**src/rtl/irq_unit_pkg.sv**
```systemverilog
package irq_unit_pkg;

    // ==========================================================
    // Vector slots (first byte of each two-byte slot)
    localparam int          VEC_W      = 12;
    localparam logic [11:0] VEC_SRC0   = 12'hffc;
    localparam logic [11:0] VEC_SRC1   = 12'hff6;
    localparam logic [11:0] VEC_SRC2   = 12'hff4;
    localparam logic [11:0] VEC_SRC3   = 12'hff2;
    localparam logic [11:0] VEC_SRC4   = 12'hff0;

    // ==========================================================
    // Option register layout
    localparam logic [7:0]  OPT_ADDR   = 8'hc8;
    localparam logic [7:0]  OPT_RESET  = 8'h00;
    localparam int          OPT_SRC1_LEVEL    = 6;
    localparam int          OPT_SRC2_POLARITY = 5;
    localparam int          OPT_GLOBAL_EN     = 4;

    // ==========================================================
    // Idle level of request lines (active low)
    localparam logic        LINE_IDLE  = 1'b1;
    localparam int          NUM_LINES  = 5;

    // ==========================================================
    // Modes and flag pairs
    typedef enum logic [1:0] {
        MODE_NORMAL,
        MODE_IRQ,
        MODE_NMI
    } mode_e;

    typedef struct packed {
        logic carry;
        logic zero;
    } flag_pair_s;

    typedef struct packed {
        logic              take;
        logic              nmi;
        logic [VEC_W-1:0]  vector;
    } entry_s;

    typedef struct packed {
        logic       wr;
        logic       bit_op;
        logic [7:0] addr;
        logic [7:0] data;
    } opt_wr_s;

endpackage

```
**src/rtl/fixed_priority_irq_unit.sv**
```systemverilog
`timescale 1ns/100ps

// Functional notes
// RQ1: Four maskable sources plus one non-maskable.
// RQ2: Each source has a fixed vector slot.
// RQ3: Accepted request loads its vector into PC.
// RQ4: NMI preempts all; maskables never nest.
// RQ5: Pending maskables served source one first.
// RQ6: Global enable masks sources and gates wake.
// RQ7: NMI latched, cleared when its routine starts.
// RQ8: Source one level or falling edge selectable.
// RQ9: Source two edge, polarity selectable.
// RQ10: Sources three and four level only.
// RQ11: Edge latch holds one, cleared on entry.
// RQ12: Level requests sampled low, never stored.
// RQ13: Requests tested at each instruction end.
// RQ14: Separate flag pairs swapped in on entry.
// RQ15: Entry pushes PC, inhibits maskables, loads vector.
// RQ16: Return restores flag pair and pops PC.
// RQ17: Zeroing option load skips flag pair swap; code skips it on maskable entry only, NMI entry still swaps.
// RQ18: Shared-line events keep pollable sticky flags.
// RQ19: Reset starts in NMI mode until return.
// RQ20: Option register write-only, no bit ops, resets zero.
module fixed_priority_irq_unit #(
    parameter int EVT_N = 2
) (
    input  wire logic                    clk_i,        // Core clock, 250 MHz
    input  wire logic                    rst_i,        // Async reset, active high
    input  wire logic                    nmi_n_i,      // NMI pin, falling edge
    input  wire logic [4:1]              src_n_i,      // Source lines, active low
    input  wire logic [EVT_N-1:0]        evt_i,        // Events shared on source 3
    input  wire logic [EVT_N-1:0]        evt_clr_i,    // Clear event flags
    input  wire irq_unit_pkg::opt_wr_s   opt_i,        // Option register write
    input  wire logic                    instr_end_i,  // Instruction completes
    input  wire logic                    load_immediate_op_i, // Zeroing option load running
    input  wire logic                    return_from_irq_i,   // Return from interrupt
    input  wire logic                    sleep_i,      // Core in stop or wait
    input  wire logic                    flag_we_i,    // Update current flags
    input  wire irq_unit_pkg::flag_pair_s flag_i,      // New flag values
    output irq_unit_pkg::entry_s         entry_o,      // Entry request to core
    output logic                         push_pc_o,    // Push PC to stack
    output logic                         pop_pc_o,     // Pop PC from stack
    output irq_unit_pkg::flag_pair_s     flag_o,       // Active flag pair
    output irq_unit_pkg::mode_e          mode_o,       // Core mode
    output logic                         wake_o,       // Leave stop or wait
    output logic [EVT_N-1:0]             evt_flag_o    // Pollable event flags
);

    // ==========================================================
    // Vector and priority helpers

    function automatic logic [11:0] vec_of(input logic [2:0] src);
        unique case (src)
            3'h0:    vec_of = irq_unit_pkg::VEC_SRC0;
            3'h1:    vec_of = irq_unit_pkg::VEC_SRC1;
            3'h2:    vec_of = irq_unit_pkg::VEC_SRC2;
            3'h3:    vec_of = irq_unit_pkg::VEC_SRC3;
            default: vec_of = irq_unit_pkg::VEC_SRC4;
        endcase
    endfunction

    function automatic logic [2:0] pick(input logic [4:1] req);
        pick = 3'h0;
        for (int i = 4; i >= 1; i--) begin
            if (req[i]) begin
                pick = 3'(i);
            end
        end
    endfunction

    // ==========================================================
    // State

    typedef struct packed {
        logic [7:0]                opt;
        irq_unit_pkg::mode_e       mode;
        irq_unit_pkg::mode_e       nmi_ret_mode;
        irq_unit_pkg::mode_e       sel;
        irq_unit_pkg::mode_e       nmi_ret_sel;
        irq_unit_pkg::flag_pair_s  pair_n;
        irq_unit_pkg::flag_pair_s  pair_i;
        irq_unit_pkg::flag_pair_s  pair_m;
        logic [EVT_N-1:0]          evt;
        logic                      take;
        logic                      nmi;
        logic [11:0]               vector;
        logic                      pop;
        logic                      wake;
    } unit_s;

    unit_s st;
    unit_s next_st;

    // ==========================================================
    // Pin synchronisation

    logic [4:0] line_raw;
    logic [4:0] line;

    assign line_raw = {src_n_i, nmi_n_i};

    irq_pin_sync #(
        .W (irq_unit_pkg::NUM_LINES)
    ) u_sync (
        .clk_i  (clk_i),
        .rst_i  (rst_i),
        .line_i (line_raw),
        .line_o (line)
    );

    // ==========================================================
    // Option bits

    logic global_irq_enable;
    logic src2_polarity_select;
    logic src1_level_select;

    assign global_irq_enable    = st.opt[irq_unit_pkg::OPT_GLOBAL_EN];
    assign src2_polarity_select = st.opt[irq_unit_pkg::OPT_SRC2_POLARITY];
    assign src1_level_select    = st.opt[irq_unit_pkg::OPT_SRC1_LEVEL];

    // ==========================================================
    // Option register write

    logic opt_hit;

    // Write-only register; single-bit operations are refused
    assign opt_hit = opt_i.wr & ~opt_i.bit_op
                     & (opt_i.addr == irq_unit_pkg::OPT_ADDR);         // RQ20

    // ==========================================================
    // Edge latches

    logic       take_nmi;
    logic [4:1] take_src;
    logic       nmi_pend;
    logic       src1_pend;
    logic       src2_pend;
    logic       src1_clr;

    assign src1_clr = take_src[1] | src1_level_select;

    irq_edge_latch u_nmi_latch (
        .clk_i  (clk_i),
        .rst_i  (rst_i),
        .line_i (line[0]),
        .rise_i (1'b0),
        .clr_i  (take_nmi),                             // RQ7
        .pend_o (nmi_pend)
    );

    irq_edge_latch u_src1_latch (
        .clk_i  (clk_i),
        .rst_i  (rst_i),
        .line_i (line[1]),
        .rise_i (1'b0),                                 // RQ8
        .clr_i  (src1_clr),
        .pend_o (src1_pend)
    );

    irq_edge_latch u_src2_latch (
        .clk_i  (clk_i),
        .rst_i  (rst_i),
        .line_i (line[2]),
        .rise_i (src2_polarity_select),                 // RQ9
        .clr_i  (take_src[2]),
        .pend_o (src2_pend)
    );

    // ==========================================================
    // Request collection

    logic [4:1] req;
    logic [4:1] req_en;
    logic [2:0] win;
    logic       accept;

    always_comb begin
        req[1] = src1_level_select ? ~line[1] : src1_pend;     // RQ8
        req[2] = src2_pend;                                    // RQ9
        req[3] = ~line[3] | (|st.evt);                         // RQ10 RQ12 RQ18
        req[4] = ~line[4];                                     // RQ10 RQ12
    end

    // Maskables only from normal mode, so none nests in another
    assign req_en = (global_irq_enable && st.mode == irq_unit_pkg::MODE_NORMAL)
                    ? req : 4'h0;                              // RQ4 RQ6

    assign win = pick(req_en);                                 // RQ5

    // NMI outranks all and preempts any routine but its own
    assign take_nmi = instr_end_i & nmi_pend
                      & (st.mode != irq_unit_pkg::MODE_NMI);   // RQ4 RQ13

    assign accept = instr_end_i & ~take_nmi & (|req_en);       // RQ13

    always_comb begin
        take_src = 4'h0;
        if (accept) begin
            take_src[win] = 1'b1;
        end
    end

    // ==========================================================
    // Wake sources

    logic wake_any;

    // Global enable gates every source, the non-maskable one too
    assign wake_any = global_irq_enable & (nmi_pend | (|req));         // RQ6

    // ==========================================================
    // Shared-line event flags

    logic [EVT_N-1:0] evt_merge;

    // A new event wins over a clear in the same cycle
    assign evt_merge = evt_i | (st.evt & ~evt_clr_i);                  // RQ18

    // ==========================================================
    // Entry selection

    logic [11:0]         entry_vec;
    irq_unit_pkg::mode_e entry_sel;

    // A zeroing option load in flight leaves the normal pair active on a maskable entry
    always_comb begin
        entry_vec = vec_of(win);                                       // RQ1 RQ2 RQ3
        entry_sel = load_immediate_op_i ? irq_unit_pkg::MODE_NORMAL
                                        : irq_unit_pkg::MODE_IRQ;      // RQ14 RQ17
        if (take_nmi) begin
            entry_vec = vec_of(3'h0);                                  // RQ2 RQ3
            entry_sel = irq_unit_pkg::MODE_NMI;                        // RQ14
        end
    end

    // ==========================================================
    // Return path

    irq_unit_pkg::mode_e ret_mode;
    irq_unit_pkg::mode_e ret_sel;

    // A return from normal mode keeps the mode and still pops
    always_comb begin
        ret_mode = st.mode;
        ret_sel  = st.sel;
        unique case (st.mode)
            irq_unit_pkg::MODE_NMI: begin
                ret_mode = st.nmi_ret_mode;
                ret_sel  = st.nmi_ret_sel;                             // RQ19
            end
            irq_unit_pkg::MODE_IRQ: begin
                ret_mode = irq_unit_pkg::MODE_NORMAL;
                ret_sel  = irq_unit_pkg::MODE_NORMAL;
            end
            default: ret_mode = st.mode;
        endcase
    end

    // ==========================================================
    // Next state

    always_comb begin
        next_st      = st;
        next_st.take = 1'b0;
        next_st.nmi  = 1'b0;
        next_st.pop  = 1'b0;

        if (opt_hit) begin
            next_st.opt = opt_i.data;                          // RQ20
        end

        next_st.evt = evt_merge;                               // RQ18

        // Flag update goes to the active pair
        if (flag_we_i) begin
            unique case (st.sel)
                irq_unit_pkg::MODE_NORMAL: next_st.pair_n = flag_i;
                irq_unit_pkg::MODE_IRQ:    next_st.pair_i = flag_i;
                default:                   next_st.pair_m = flag_i;
            endcase
        end

        if (take_nmi) begin
            next_st.take         = 1'b1;                       // RQ15
            next_st.nmi          = 1'b1;
            next_st.vector       = entry_vec;                  // RQ3
            next_st.nmi_ret_mode = st.mode;
            next_st.nmi_ret_sel  = st.sel;
            next_st.mode         = irq_unit_pkg::MODE_NMI;
            next_st.sel          = entry_sel;                  // RQ14
        end else if (accept) begin
            next_st.take   = 1'b1;                             // RQ15
            next_st.vector = entry_vec;                        // RQ3
            next_st.mode   = irq_unit_pkg::MODE_IRQ;
            next_st.sel    = entry_sel;                        // RQ14 RQ17
        end else if (return_from_irq_i) begin
            next_st.pop  = 1'b1;                               // RQ16
            next_st.mode = ret_mode;                           // RQ16
            next_st.sel  = ret_sel;                            // RQ16
        end

        next_st.wake = sleep_i & wake_any;                     // RQ6
    end

    // ==========================================================
    // Registers

    always_ff @(posedge clk_i or posedge rst_i) begin
        if (rst_i) begin
            st              <= '0;
            st.opt          <= irq_unit_pkg::OPT_RESET;        // RQ20
            st.mode         <= irq_unit_pkg::MODE_NMI;         // RQ19
            st.sel          <= irq_unit_pkg::MODE_NMI;
            st.nmi_ret_mode <= irq_unit_pkg::MODE_NORMAL;
            st.nmi_ret_sel  <= irq_unit_pkg::MODE_NORMAL;
        end else begin
            st <= next_st;
        end
    end

    // ==========================================================
    // Outputs

    assign entry_o.take   = st.take;
    assign entry_o.nmi    = st.nmi;
    assign entry_o.vector = st.vector;
    assign push_pc_o      = st.take;                           // RQ15
    assign pop_pc_o       = st.pop;
    assign mode_o         = st.mode;
    assign wake_o         = st.wake;
    assign evt_flag_o     = st.evt;

    // ==========================================================
    // Active flag pair

    // Reads follow the selection, so a skipped swap shows the normal pair
    always_comb begin
        unique case (st.sel)
            irq_unit_pkg::MODE_NORMAL: flag_o = st.pair_n;
            irq_unit_pkg::MODE_IRQ:    flag_o = st.pair_i;
            default:                   flag_o = st.pair_m;
        endcase
    end

endmodule

```
**src/rtl/irq_edge_latch.sv**
```systemverilog
`timescale 1ns/100ps

module irq_edge_latch (
    input  wire logic clk_i,     // Core clock
    input  wire logic rst_i,     // Async reset, active high
    input  wire logic line_i,    // Synchronised line level
    input  wire logic rise_i,    // 1: rising edge, 0: falling edge
    input  wire logic clr_i,     // Service routine starts
    output logic      pend_o     // Stored request
);

    // ==========================================================
    // State
    typedef struct packed {
        logic prev;
        logic pend;
    } edge_s;

    edge_s st;
    edge_s next_st;
    logic  hit;

    // ==========================================================
    // One occurrence held; a new edge wins over the clear
    always_comb begin
        next_st      = st;
        hit          = rise_i ? (line_i & ~st.prev) : (~line_i & st.prev);
        next_st.prev = line_i;
        next_st.pend = hit | (st.pend & ~clr_i);    // RQ11
    end

    always_ff @(posedge clk_i or posedge rst_i) begin
        if (rst_i) begin
            st <= '{prev: irq_unit_pkg::LINE_IDLE, pend: 1'b0};
        end else begin
            st <= next_st;
        end
    end

    assign pend_o = st.pend;

endmodule

```
**src/rtl/irq_pin_sync.sv**
```systemverilog
`timescale 1ns/100ps

module irq_pin_sync #(
    parameter int W = 5
) (
    input  wire logic         clk_i,     // Core clock
    input  wire logic         rst_i,     // Async reset, active high
    input  wire logic [W-1:0] line_i,    // Raw pin levels
    output logic      [W-1:0] line_o     // Filtered levels
);

    // ==========================================================
    // State
    typedef struct packed {
        logic [W-1:0] s1;
        logic [W-1:0] s2;
        logic [W-1:0] s3;
        logic [W-1:0] stable;
    } sync_s;

    sync_s st;
    sync_s next_st;

    // ==========================================================
    // A change counts only once stages two and three agree
    always_comb begin
        next_st    = st;
        next_st.s1 = line_i;
        next_st.s2 = st.s1;
        next_st.s3 = st.s2;
        for (int i = 0; i < W; i++) begin
            if (st.s2[i] == st.s3[i]) begin
                next_st.stable[i] = st.s3[i];
            end
        end
    end

    always_ff @(posedge clk_i or posedge rst_i) begin
        if (rst_i) begin
            st <= {4*W{irq_unit_pkg::LINE_IDLE}};
        end else begin
            st <= next_st;
        end
    end

    assign line_o = st.stable;

endmodule

```
**config.mk**
```make
export PLATFORM = sky130hd
export DESIGN_NAME = fixed_priority_irq_unit
export DESIGN_NICKNAME = d
export VERILOG_FILES = /design/src/rtl/irq_unit_pkg.sv /design/src/rtl/fixed_priority_irq_unit.sv /design/src/rtl/irq_edge_latch.sv /design/src/rtl/irq_pin_sync.sv
export SDC_FILE = /design/constraint.sdc
export NUM_CORES = 1
export LEC_CHECK = 0
export BUFFER_PORTS_ARGS = -buffer_cell sky130_fd_sc_hd__buf_2
export CAP_MARGIN = 20
export CORE_MARGIN = 2
export CORE_UTILIZATION = 51
export CTS_BUF_LIST = sky130_fd_sc_hd__clkbuf_4 sky130_fd_sc_hd__clkbuf_8
export CTS_CLUSTER_DIAMETER = 120
export DETAILED_ROUTE_END_ITERATION = 16
export GPL_TIMING_DRIVEN = 0
export PLACE_DENSITY = 0.79
export SLEW_MARGIN = 20
export SYNTH_ARGS = -nofsm -noshare
export SYNTH_HDL_FRONTEND = slang
export SYNTH_SLANG_ARGS = --single-unit
```
**constraint.sdc**
```tcl
create_clock -name clk_i -period 1.9 [get_ports clk_i]
set_clock_uncertainty 0.05 [all_clocks]
set_input_delay 0.38 -clock clk_i [delete_from_list [all_inputs] [get_ports clk_i]]
set_output_delay 0.38 -clock clk_i [all_outputs]
set_load 0.02 [all_outputs]
```
## Word level (Yosys, flattened, before mapping)

Cells that the tools add are included.

| storage, ports and cells | value |
|---|---|
| register bits | 65 |
| input port bits | 36 |
| output and inout port bits | 23 |
| word-level logic and storage cells | 128 |

| cells by class | value |
|---|---|
| order comparisons | 2 |
| eq/ne operators | 13 |
| muxes and demuxes | 31 |
| bitwise logic cells | 35 |
| reductions and logical operators | 16 |

Operators by type and width:

| cell | count |
|---|---|
| $mux 12 | 3 |
| $mux 2 | 8 |
| $pmux 4 s4 | 1 |
| $and 1x1->1 | 15 |
| $mux 3 | 4 |
| $pmux 2 s2 | 3 |
| $not 1->1 | 11 |
| $mux 1 | 10 |
| $eq 8x8->1 const B | 1 |
| $reduce_and 2->1 | 4 |
| $reduce_or 4->1 | 2 |
| $eq 3x2->1 const B | 2 |
| $or 1x1->1 | 6 |
| $eq 1x1->1 | 5 |
| $eq 2x1->1 const B | 2 |
| $logic_not 2->1 | 2 |
| $lt 3x4->1 const B | 1 |
| $mux 4 | 1 |
| $reduce_bool 4->1 | 1 |
| $reduce_or 2->1 | 2 |
| $demux 1 s3 | 1 |
| $eq 3x1->1 const B | 1 |
| $ge 3x1->1 const B | 1 |
| $logic_not 3->1 | 1 |
| other kinds (8) | 9 |

## Logic depth before layout (Yosys ltp)

Gate-level depths: netlist of run 1.

| logic depth | value |
|---|---|
| depth in word-level cells | 16 |
| mapped depth | 7 |
| mapped depth without buffers | 7 |

## Cells and area by module

Synthesis of run 1 repeated with hierarchy kept, for this count alone.

| unflattened totals | value |
|---|---|
| cells, all modules | 188 |
| area, all modules | 2314.7 um^2 |

Modules (own cells, without submodules):

| module | times used | cells an instance | area each (um^2) |
|---|---|---|---|
| fixed_priority_irq_unit | 1 | 136 | 1451.4 |
| irq_pin_sync | 1 | 31 | 623.1 |
| irq_edge_latch | 3 | 7 | 80.1 |

## Worst setup path after synthesis of run 1

No wires, ideal clock.

| timing | value |
|---|---|
| kind | reg2reg |
| start | reg st, in the netlist mode_o[1] |
| end | reg st, in the netlist entry_o[10] |
| setup time | 0.131 ns |
| arrival time | 1.375 ns |
| required time | 1.719 ns |
| path slack | 0.344 ns |
| stages on the path, launching flop included | 7 |
| path buffers | 0 |
| period minus slack after synthesis | 1.556 ns |
| cells stage by stage | dfstp_2 inv_1 ha_1 nand3_1 a21oi_4 o21a_1 or3_1 |

| on the way | value |
|---|---|
| word-level cells in the longest chain between the ends | 6 |

Ends and longest elaborated chain:

| item | RTL line | RTL |
|---|---|---|
| start, declared | fixed_priority_irq_unit.sv:91 | `unit_s st;` |
| start signal, assigned | fixed_priority_irq_unit.sv:318 | `st <= next_st;` |
| $logic_not 2->1 or $ne 2x2->1 (tied branches) | fixed_priority_irq_unit.sv:186, fixed_priority_irq_unit.sv:193 |  |
| $logic_and 1x1->1 or $and 1x1->1 (tied branches) | fixed_priority_irq_unit.sv:186, fixed_priority_irq_unit.sv:193 |  |
| $mux 4 or $not 1->1 (tied branches) | fixed_priority_irq_unit.sv:187, fixed_priority_irq_unit.sv:195 |  |
| $reduce_or 4->1 or $and 1x1->1 (tied branches) | fixed_priority_irq_unit.sv:195 | `assign accept = instr_end_i & ~take_nmi & (\|req_en);` |
| $and 1x1->1 | fixed_priority_irq_unit.sv:195 |  |
| $reduce_bool 2->1 (no line) | n/a |  |

Several ways; a longest one is shown, not always the timed one.
A chain may end at the register's enable or synchronous reset.

==> out/results.ini, run 1 <==
[clock_tree]
cts.hold.buffers_added=0
cts_tree=yes
cts.path.max_buffers=2
cts_inserted_buffers=5
cts.repair.resized=0
clock_sinks=53
cts.root.buffer_cell=sky130_fd_sc_hd__clkbuf_8
cts.repair_timing.setup_buffer_count=0
htree_levels=2
insertion_delay_ps=300
clkSlewWorstSetupHoldPaths_ps=90

[logic_synthesis]
synth-main-ff-cell=sky130_fd_sc_hd__dfrtp_1
synth.distinct_cells=35
ys.warnings.count=0
synth-edff-count=0
ys_seq_elements=53
synth_cells=174
synth_sequential_area_ratio_pct=62.14
synth_fp_nets=213
post_synth_instance_area_um2=2185
syn_area_per_cell_um2=12.56
synth_async_sr_flop_share_pct=100.0

[timing]
fin_hold_ws_ps=39.10
timing.final.crit_period_ps=1725
finalCritPeriodShare_pct=90.81
rsz_0062_raised_after_global_routing=false
timing_hold_violations_final=0
fmax_mhz=579.6
final-setup-viol-count=0
final_max_slew_viol_count=0
post-route-worst-setup-slack_ps=174.7

[setup_path]
setup_crit_path_kind=reg -> reg
path_depth=6
crit_path_cell_trace=inv_1 > ha_1 > nand3_1 > a21oi_4 > nand4_1 > a221o_1
gate_family_responsible_for_the_most_delay_along_the_worst_path=compound AO/OA/AOI/OAI gates
worstPathMaxFanout=6
critical-path-max-stage-delay_ps=420
r2r_end=u_src2_latch.pend_o
setup.reg_to_reg.worst_slack_ps=170
timing.reg2reg.worst_path_depth=6
critical_path.startpoint_type=register
worst_path_slowest_cell=sky130_fd_sc_hd__dfrtp_1
r2r_start=mode_o[0]
worstPathArrival_ps=1880
required_ps=2050
critical_path_buf_inv_count=1
critical_path_capture_point_type=register

[placement]
placed_area_um2=2527
preCtsSetupSlack_ps=172.8
finalWeightedCongestion=0.7552
dpl.cell_count=277
port-buffer-count=52
place_hpwl_mm=2.565

[routing]
post_route_drc=0
detailroute.via_count=1360
wire_per_inst_um=12.25
routed_wirelength_mm=3.468
routed_via_density=4.806
first_pass_detailed_route_iteration_total=4
drt_iter0_markers=81
route.antenna.remaining_nets=0

[grt]
grt_first_pass_wirelength_mm=6.230
globalRouteOverflowTotal=0
number_of_antenna_violations_at_the_first_check_in_global_routing=0
grt_max_degree=31
track_usage_pct=16.16
first_global_vias=1481

[cells_and_area]
antenna_cells=0
most-common-layout-cells=sky130_fd_sc_hd__buf_2, sky130_fd_sc_hd__dfrtp_1, sky130_fd_sc_hd__dfstp_2
num-nets-final=271
finalNonFillerCells=283
post_route_cells_drive_above_1_share_pct=52.79
filler_cell_count=327
areaGrowthSynthToFinish_pct=20.45
final_common_cell=sky130_fd_sc_hd__buf_2
finished_cell_area_um2=2631

[power_and_ir_drop]
power_density_nw_per_um2=1079
power.static_leakage_nw=1.241
total_power_draw_mw=2.840
ir_worst_vdd_mv=0.7604

[floorplan]
core_area_um2=4058
die_y_um=69.45
die_area_um2=4823
dieWidth_um=69.45
effective_utilization_at_floorplan_pct=53.84
io_pins=59
placement_rows=23

[run_status]
run_status=complete, no violations

[run]
number_of_max_capacitance_violations_reported=0

[hold_path]
worst_hold_path_type=in -> async

==> cells in the mapped netlist, types with 2 or more instances <==
| master | number | area [µm²] |
|---|---|---|
| sky130_fd_sc_hd__maj3_1 | 5 | 50.05 |
| sky130_fd_sc_hd__nand2_1 | 18 | 67.56 |
| sky130_fd_sc_hd__nor4b_1 | 2 | 17.52 |
| sky130_fd_sc_hd__inv_1 | 9 | 33.78 |
| sky130_fd_sc_hd__a21oi_1 | 3 | 15.01 |
| sky130_fd_sc_hd__ha_1 | 3 | 37.54 |
| sky130_fd_sc_hd__mux2_2 | 9 | 101.4 |
| sky130_fd_sc_hd__dfstp_2 | 25 | 656.9 |
| sky130_fd_sc_hd__and2_1 | 2 | 12.51 |
| sky130_fd_sc_hd__o22ai_1 | 2 | 12.51 |
| sky130_fd_sc_hd__or2b_2 | 2 | 17.52 |
| sky130_fd_sc_hd__nand4_1 | 2 | 12.51 |
| sky130_fd_sc_hd__nand3_1 | 2 | 10.01 |
| sky130_fd_sc_hd__o21ai_0 | 10 | 50.05 |
| sky130_fd_sc_hd__clkbuf_1 | 3 | 11.26 |
| sky130_fd_sc_hd__nand3b_1 | 2 | 15.01 |
| sky130_fd_sc_hd__nor3b_1 | 5 | 37.54 |
| sky130_fd_sc_hd__mux2i_1 | 4 | 40.04 |
| sky130_fd_sc_hd__nor2_1 | 6 | 22.52 |
| sky130_fd_sc_hd__dfrtp_1 | 28 | 700.7 |
| sky130_fd_sc_hd__buf_4 | 18 | 135.1 |
==> final cells by class <==
type,instances,area [µm²],share of cell area [%]
plain buffers,19,138.9,5.278
clock buffers,6,76.32,2.901
clock inverters,2,35.03,1.331
inverters,9,33.78,1.284
multi-input cells,91,646.9,24.58
flip-flops and latches,53,1358,51.59
well taps,50,62.56,2.378
repair buffers,53,280.3,10.65
==> registers in the layout (all words and copies together), names as in the netlist <==
name                  count
mode_o                    2
u_sync.line_o             5
global_irq_enable         1
u_sync.next_st           10
u_sync.st                 5
wake_o                    1
u_nmi_latch.st            1
u_src2_latch.st           1
src1_level_select         1
evt_flag_o                2
u_src1_latch.st           1
entry_o                   5
src2_polarity_select      1
st                       12
pop_pc_o                  1
u_nmi_latch.pend_o        1
u_src1_latch.pend_o       1
push_pc_o                 1
u_src2_latch.pend_o       1
==> per-stage QoR <==
stage                     setup TNS [ps]  util, %
after CTS                              0    65.03
after floorplan                        0        -
after global placement            -10160    61.79
after detailed placement               0    62.29
final                                  0    64.85
after global routing                   0    64.85
==> worst max path at each step <==
stage / start / end / slack [ps]
after floorplan: rst_i / entry_o[10] / 230
after global placement: rst_i / evt_flag_o[1] / -360
after detailed placement: mode_o[0] / u_src2_latch.pend_o / 170
after CTS: st[27] / flag_o[0] / 8
after global routing: st[26] / flag_o[0] / 60
final: mode_o[0] / u_src2_latch.pend_o / 170
==> layer usage <==
| metal | share of wire, % | up-vias | global-route usage, % | wire, µm |
|---|---|---|---|---|
| met5 | 0 | - | 0 | 0 |
| met4 | 1.5 | 0 | 6.318 | 53 |
| met3 | 5.4 | 6 | 5.087 | 187 |
| met2 | 51 | 33 | 27.99 | 1755 |
| met1 | 42 | 640 | 18.60 | 1472 |
| li1 | - | 681 | - | - |
==> cells by family after synthesis <==
| group | synth area share [%] |
|---|---|
| buffers and inverters | 8.247 |
| and+or+nand+nor | 11.86 |
| DFF | 62.14 |
| muxes | 6.472 |
| AOI/OAI and AO/OA | 7.102 |
| adders and majority gates | 4.009 |
| other | 0.1717 |
==> worst reg2reg max path: stages (launching register included) <==
cell	delay, ps
sky130_fd_sc_hd__dfrtp_1	420
sky130_fd_sc_hd__inv_1	120
sky130_fd_sc_hd__ha_1	220
sky130_fd_sc_hd__nand3_1	130
sky130_fd_sc_hd__a21oi_4	210
sky130_fd_sc_hd__nand4_1	130
sky130_fd_sc_hd__a221o_1	350
==> report_power, final <==
part           internal, mW  switching [mW]  total (mW)
Combinational         0.280           0.349       0.629
Clock                 0.405           0.340       0.745
Sequential             1.34           0.122        1.47
Power figures use the tool's default switching activity.
==> run 2: changes to the inputs <==
Settings changed: PLACE_DENSITY 0.79 to 0.78, SYNTH_HIERARCHICAL set to 1.
==> out/results.ini, run 2 <==
[run_status]
run_status=complete, no violations

[logic_synthesis]
ys.warnings.count=6  ; +6
syn_area_per_cell_um2=12.31  ; -1.9%
post_synth_main_area_contributors=sky130_fd_sc_hd__dfrtp_1, sky130_fd_sc_hd__dfstp_2, sky130_fd_sc_hd__buf_4
post-synth-top-count-cell=sky130_fd_sc_hd__dfrtp_1
synth-main-ff-cell=sky130_fd_sc_hd__dfrtp_1
synth_async_sr_flop_share_pct=100.0  ; unchanged
synth_sequential_area_ratio_pct=58.65  ; -3.5 points
synth_top_cell_by_area=sky130_fd_sc_hd__dfrtp_1
ranking_of_synthesized_cells_by_instance_count=sky130_fd_sc_hd__dfrtp_1, sky130_fd_sc_hd__dfstp_2, sky130_fd_sc_hd__buf_4, sky130_fd_sc_hd__nand2_1, sky130_fd_sc_hd__inv_1
synth-edff-count=0  ; unchanged
synth.distinct_cells=39  ; +11%
post_synth_instance_area_um2=2315  ; +6.0%
synth_largest_type_area_fraction_pct=30.27  ; -1.8 points
ys_seq_elements=53  ; unchanged
synth_cells=188  ; +8.0%

[grt]
track_usage_pct=15.93  ; -0.23 points
number_of_antenna_violations_at_the_first_check_in_global_routing=0  ; unchanged
grt_first_pass_wirelength_mm=6.272  ; +0.67%
globalRouteOverflowTotal=0  ; unchanged
grt_max_degree=28  ; -9.7%
first_global_vias=1466  ; -1.0%

[setup_path]
worst_path_slowest_cell=sky130_fd_sc_hd__dfrtp_1
critical_path_capture_point_type=register
critical_path_buf_inv_count=1  ; unchanged
worstPathMaxFanout=5  ; -1
critical_path.startpoint_type=register
setup_crit_path_kind=reg -> reg
setup.reg_to_reg.worst_slack_ps=60  ; -120 ps
critical-path-max-stage-delay_ps=400  ; -20 ps
worstPathArrival_ps=1990  ; +110 ps
crit_path_cell_trace=inv_1 > ha_1 > and2_1 > nand2_1 > nor3_4 > mux2i_1 > a32o_2
gate_family_responsible_for_the_most_delay_along_the_worst_path=simple AND/OR/NAND/NOR gates
required_ps=2050  ; about the same

[cells_and_area]
areaGrowthSynthToFinish_pct=24.43
top_register=st
final_common_cell=sky130_fd_sc_hd__buf_2
antenna_cells=0  ; unchanged
post_route_cells_drive_above_1_share_pct=54.23  ; +1.4 points
most-common-layout-cells=sky130_fd_sc_hd__buf_2, sky130_fd_sc_hd__buf_4, sky130_fd_sc_hd__dfrtp_1
finalNonFillerCells=312  ; +10%
filler_cell_count=341  ; +4.3%
largest_register_ffs=12  ; unchanged
num-nets-final=298  ; +10%

[floorplan]
effective_utilization_at_floorplan_pct=53.16  ; -0.68 points
core_area_um2=4354  ; +7.3%
die_y_um=71.37  ; +2.8%
die_area_um2=5094  ; +5.6%
dieWidth_um=71.37  ; +2.8%
placement_rows=24  ; +4.3%
io_pins=59  ; unchanged

[power_and_ir_drop]
power.sequential.fraction_pct=46.4  ; -5.2 points
switching_power_mw=0.9146  ; +13%
sw_frac_of_total_pct=28.83  ; +0.29 points
power.static_leakage_nw=1.403  ; +13%
power.combinational.fraction_pct=25.8  ; +3.6 points
power_density_nw_per_um2=1101  ; +2.0%
ir_worst_vdd_mv=0.5506  ; -28%
clock_power_share_pct=27.8  ; +1.6 points
cellInternalPower_mw=2.258  ; +11%

[routing]
post_route_drc=0  ; unchanged
drt_iter0_markers=97  ; +20%
routed_wirelength_mm=3.624  ; +4.5%
routed_via_density=4.779  ; -0.56%
first_pass_detailed_route_iteration_total=4  ; unchanged
detailroute.via_count=1491  ; +9.6%
wire_per_inst_um=11.62  ; -5.2%
route.antenna.remaining_nets=0  ; unchanged

[placement]
dpl.cell_count=296  ; +6.9%
port-buffer-count=52  ; unchanged
place_hpwl_mm=2.691  ; +4.9%
finalWeightedCongestion=0.7867  ; +4.2%

[run]
number_of_max_capacitance_violations_reported=0  ; unchanged

[hold_path]
worst_hold_path_type=in -> reg

[timing]
timing.slew.headroom_pct=52.51
tightestPinTransition_ps=711.6
timing.final.crit_period_ps=1841  ; +115.5 ps
finalCritPeriodShare_pct=96.88  ; +6.1 points
fmax_mhz=543.2  ; -6.3%
final-setup-viol-count=0  ; unchanged
timing_hold_violations_final=0  ; unchanged
final_max_slew_viol_count=0  ; unchanged
fin_hold_ws_ps=112.9  ; +73.78 ps

[clock_tree]
cts_inserted_buffers=5  ; unchanged
cts.path.max_buffers=2  ; unchanged
cts.root.buffer_cell=sky130_fd_sc_hd__clkbuf_8
clock_sinks=53  ; unchanged
insertion_delay_ps=300  ; about the same
htree_levels=2  ; unchanged
clkSlewWorstSetupHoldPaths_ps=90  ; about the same
cts_tree=yes

run 2: cell count changes after synthesis, sizes merged, moves of 3 or more:
cell | previous run | this run
buf | 18 | 23
inv | 9 | 17
nor2 | 6 | 3
nor3b | 6 | 2
o221ai | 0 | 3
or3b | 0 | 3
run 2: path summary, 6_finish.rpt:
kind	from	endpoint	cells past startpoint
min reg2reg	u_sync/next_st[13]	u_sync/next_st[8]	0
min in group asynchronous	rst_i	u_nmi_latch/pend_o	3
min	src_n_i[4]	u_sync/next_st[14]	1
max	mode_o[0]	st[26]	7
max reg2reg	mode_o[0]	st[26]	7
max in group asynchronous	rst_i	u_sync/line_o[3]	3
run 2: worst reg2reg max path, stage by stage, from the launching register on:
cell and delay [ps]:
sky130_fd_sc_hd__dfrtp_1 400, sky130_fd_sc_hd__inv_1 100, sky130_fd_sc_hd__ha_1 160, sky130_fd_sc_hd__and2_1 190, sky130_fd_sc_hd__nand2_1 150, sky130_fd_sc_hd__nor3_4 310, sky130_fd_sc_hd__mux2i_1 120, sky130_fd_sc_hd__a32o_2 240
run 2: per-stage QoR:
stage	utilization, %	instance area (µm²)	TNS [ps]	power, mW	setup WS (ps)
final	66.15	2880	0	3.172	59.21
after global routing	66.15	2880	-19.41	3.364	-19.41
after CTS	65.11	2835	-12.55	3.193	-12.55
after detailed placement	60.98	2655	-299.2	2.287	-126.3
after global placement	60.98	2655	-264.0	2.259	-112.0
after floorplan	-	2330	-3.407	2.062	-3.407
run 2: repair_timing:
| action | CTS | global route |
|---|---|---|
| buffers inserted | 5 | 3 |
| hold buffers | 1 | 0 |
| setup endpoints to repair | 6 | 3 |
| hold endpoints to repair | 3 | 0 |
| gates resized for setup | 3 | 2 |
| pin swaps | 1 | 2 |
run 2: power by group through the flow:
stage	registers (mW)	clock network (mW)	logic, mW
after detailed placement	1.47	0	0.817
after CTS	1.47	0.904	0.818
after global routing	1.50	0.948	0.914
after global placement	1.46	0	0.801
after floorplan	1.45	0	0.608
final	1.47	0.882	0.819
run 2: final cells by class:
cell class,instances,area (µm²),share of cell area [%]
Buffer,23,168.9,5.864
Clock buffer,5,68.82,2.389
Clock inverter,3,65.06,2.259
Inverter,17,63.81,2.215
Multi-Input combinational cell,97,733.2,25.46
Sequential cell,53,1358,47.13
Tap cell,52,65.06,2.259
Timing Repair Buffer,62,357.8,12.42
run 2: routing by layer:
| layer | GRT usage, % | up-vias | part of all wire, % |
|---|---|---|---|
| li1 | - | 746 | - |
| met1 | 20.45 | 695 | 45 |
| met2 | 25.10 | 43 | 48 |
| met3 | 4.501 | 7 | 5.2 |
| met4 | 7.547 | 0 | 1.5 |
| met5 | 0 | - | 0 |
run 2: cells by family after synthesis:
group           after synthesis  synth area share [%]
simple gates                 45                 12.16
buf+inv                      42                 10.54
fa+ha+maj                     8                 4.054
other cells                   1                0.1620
mux                          12                 5.676
compound gates               27                 8.757
flops                        53                 58.65
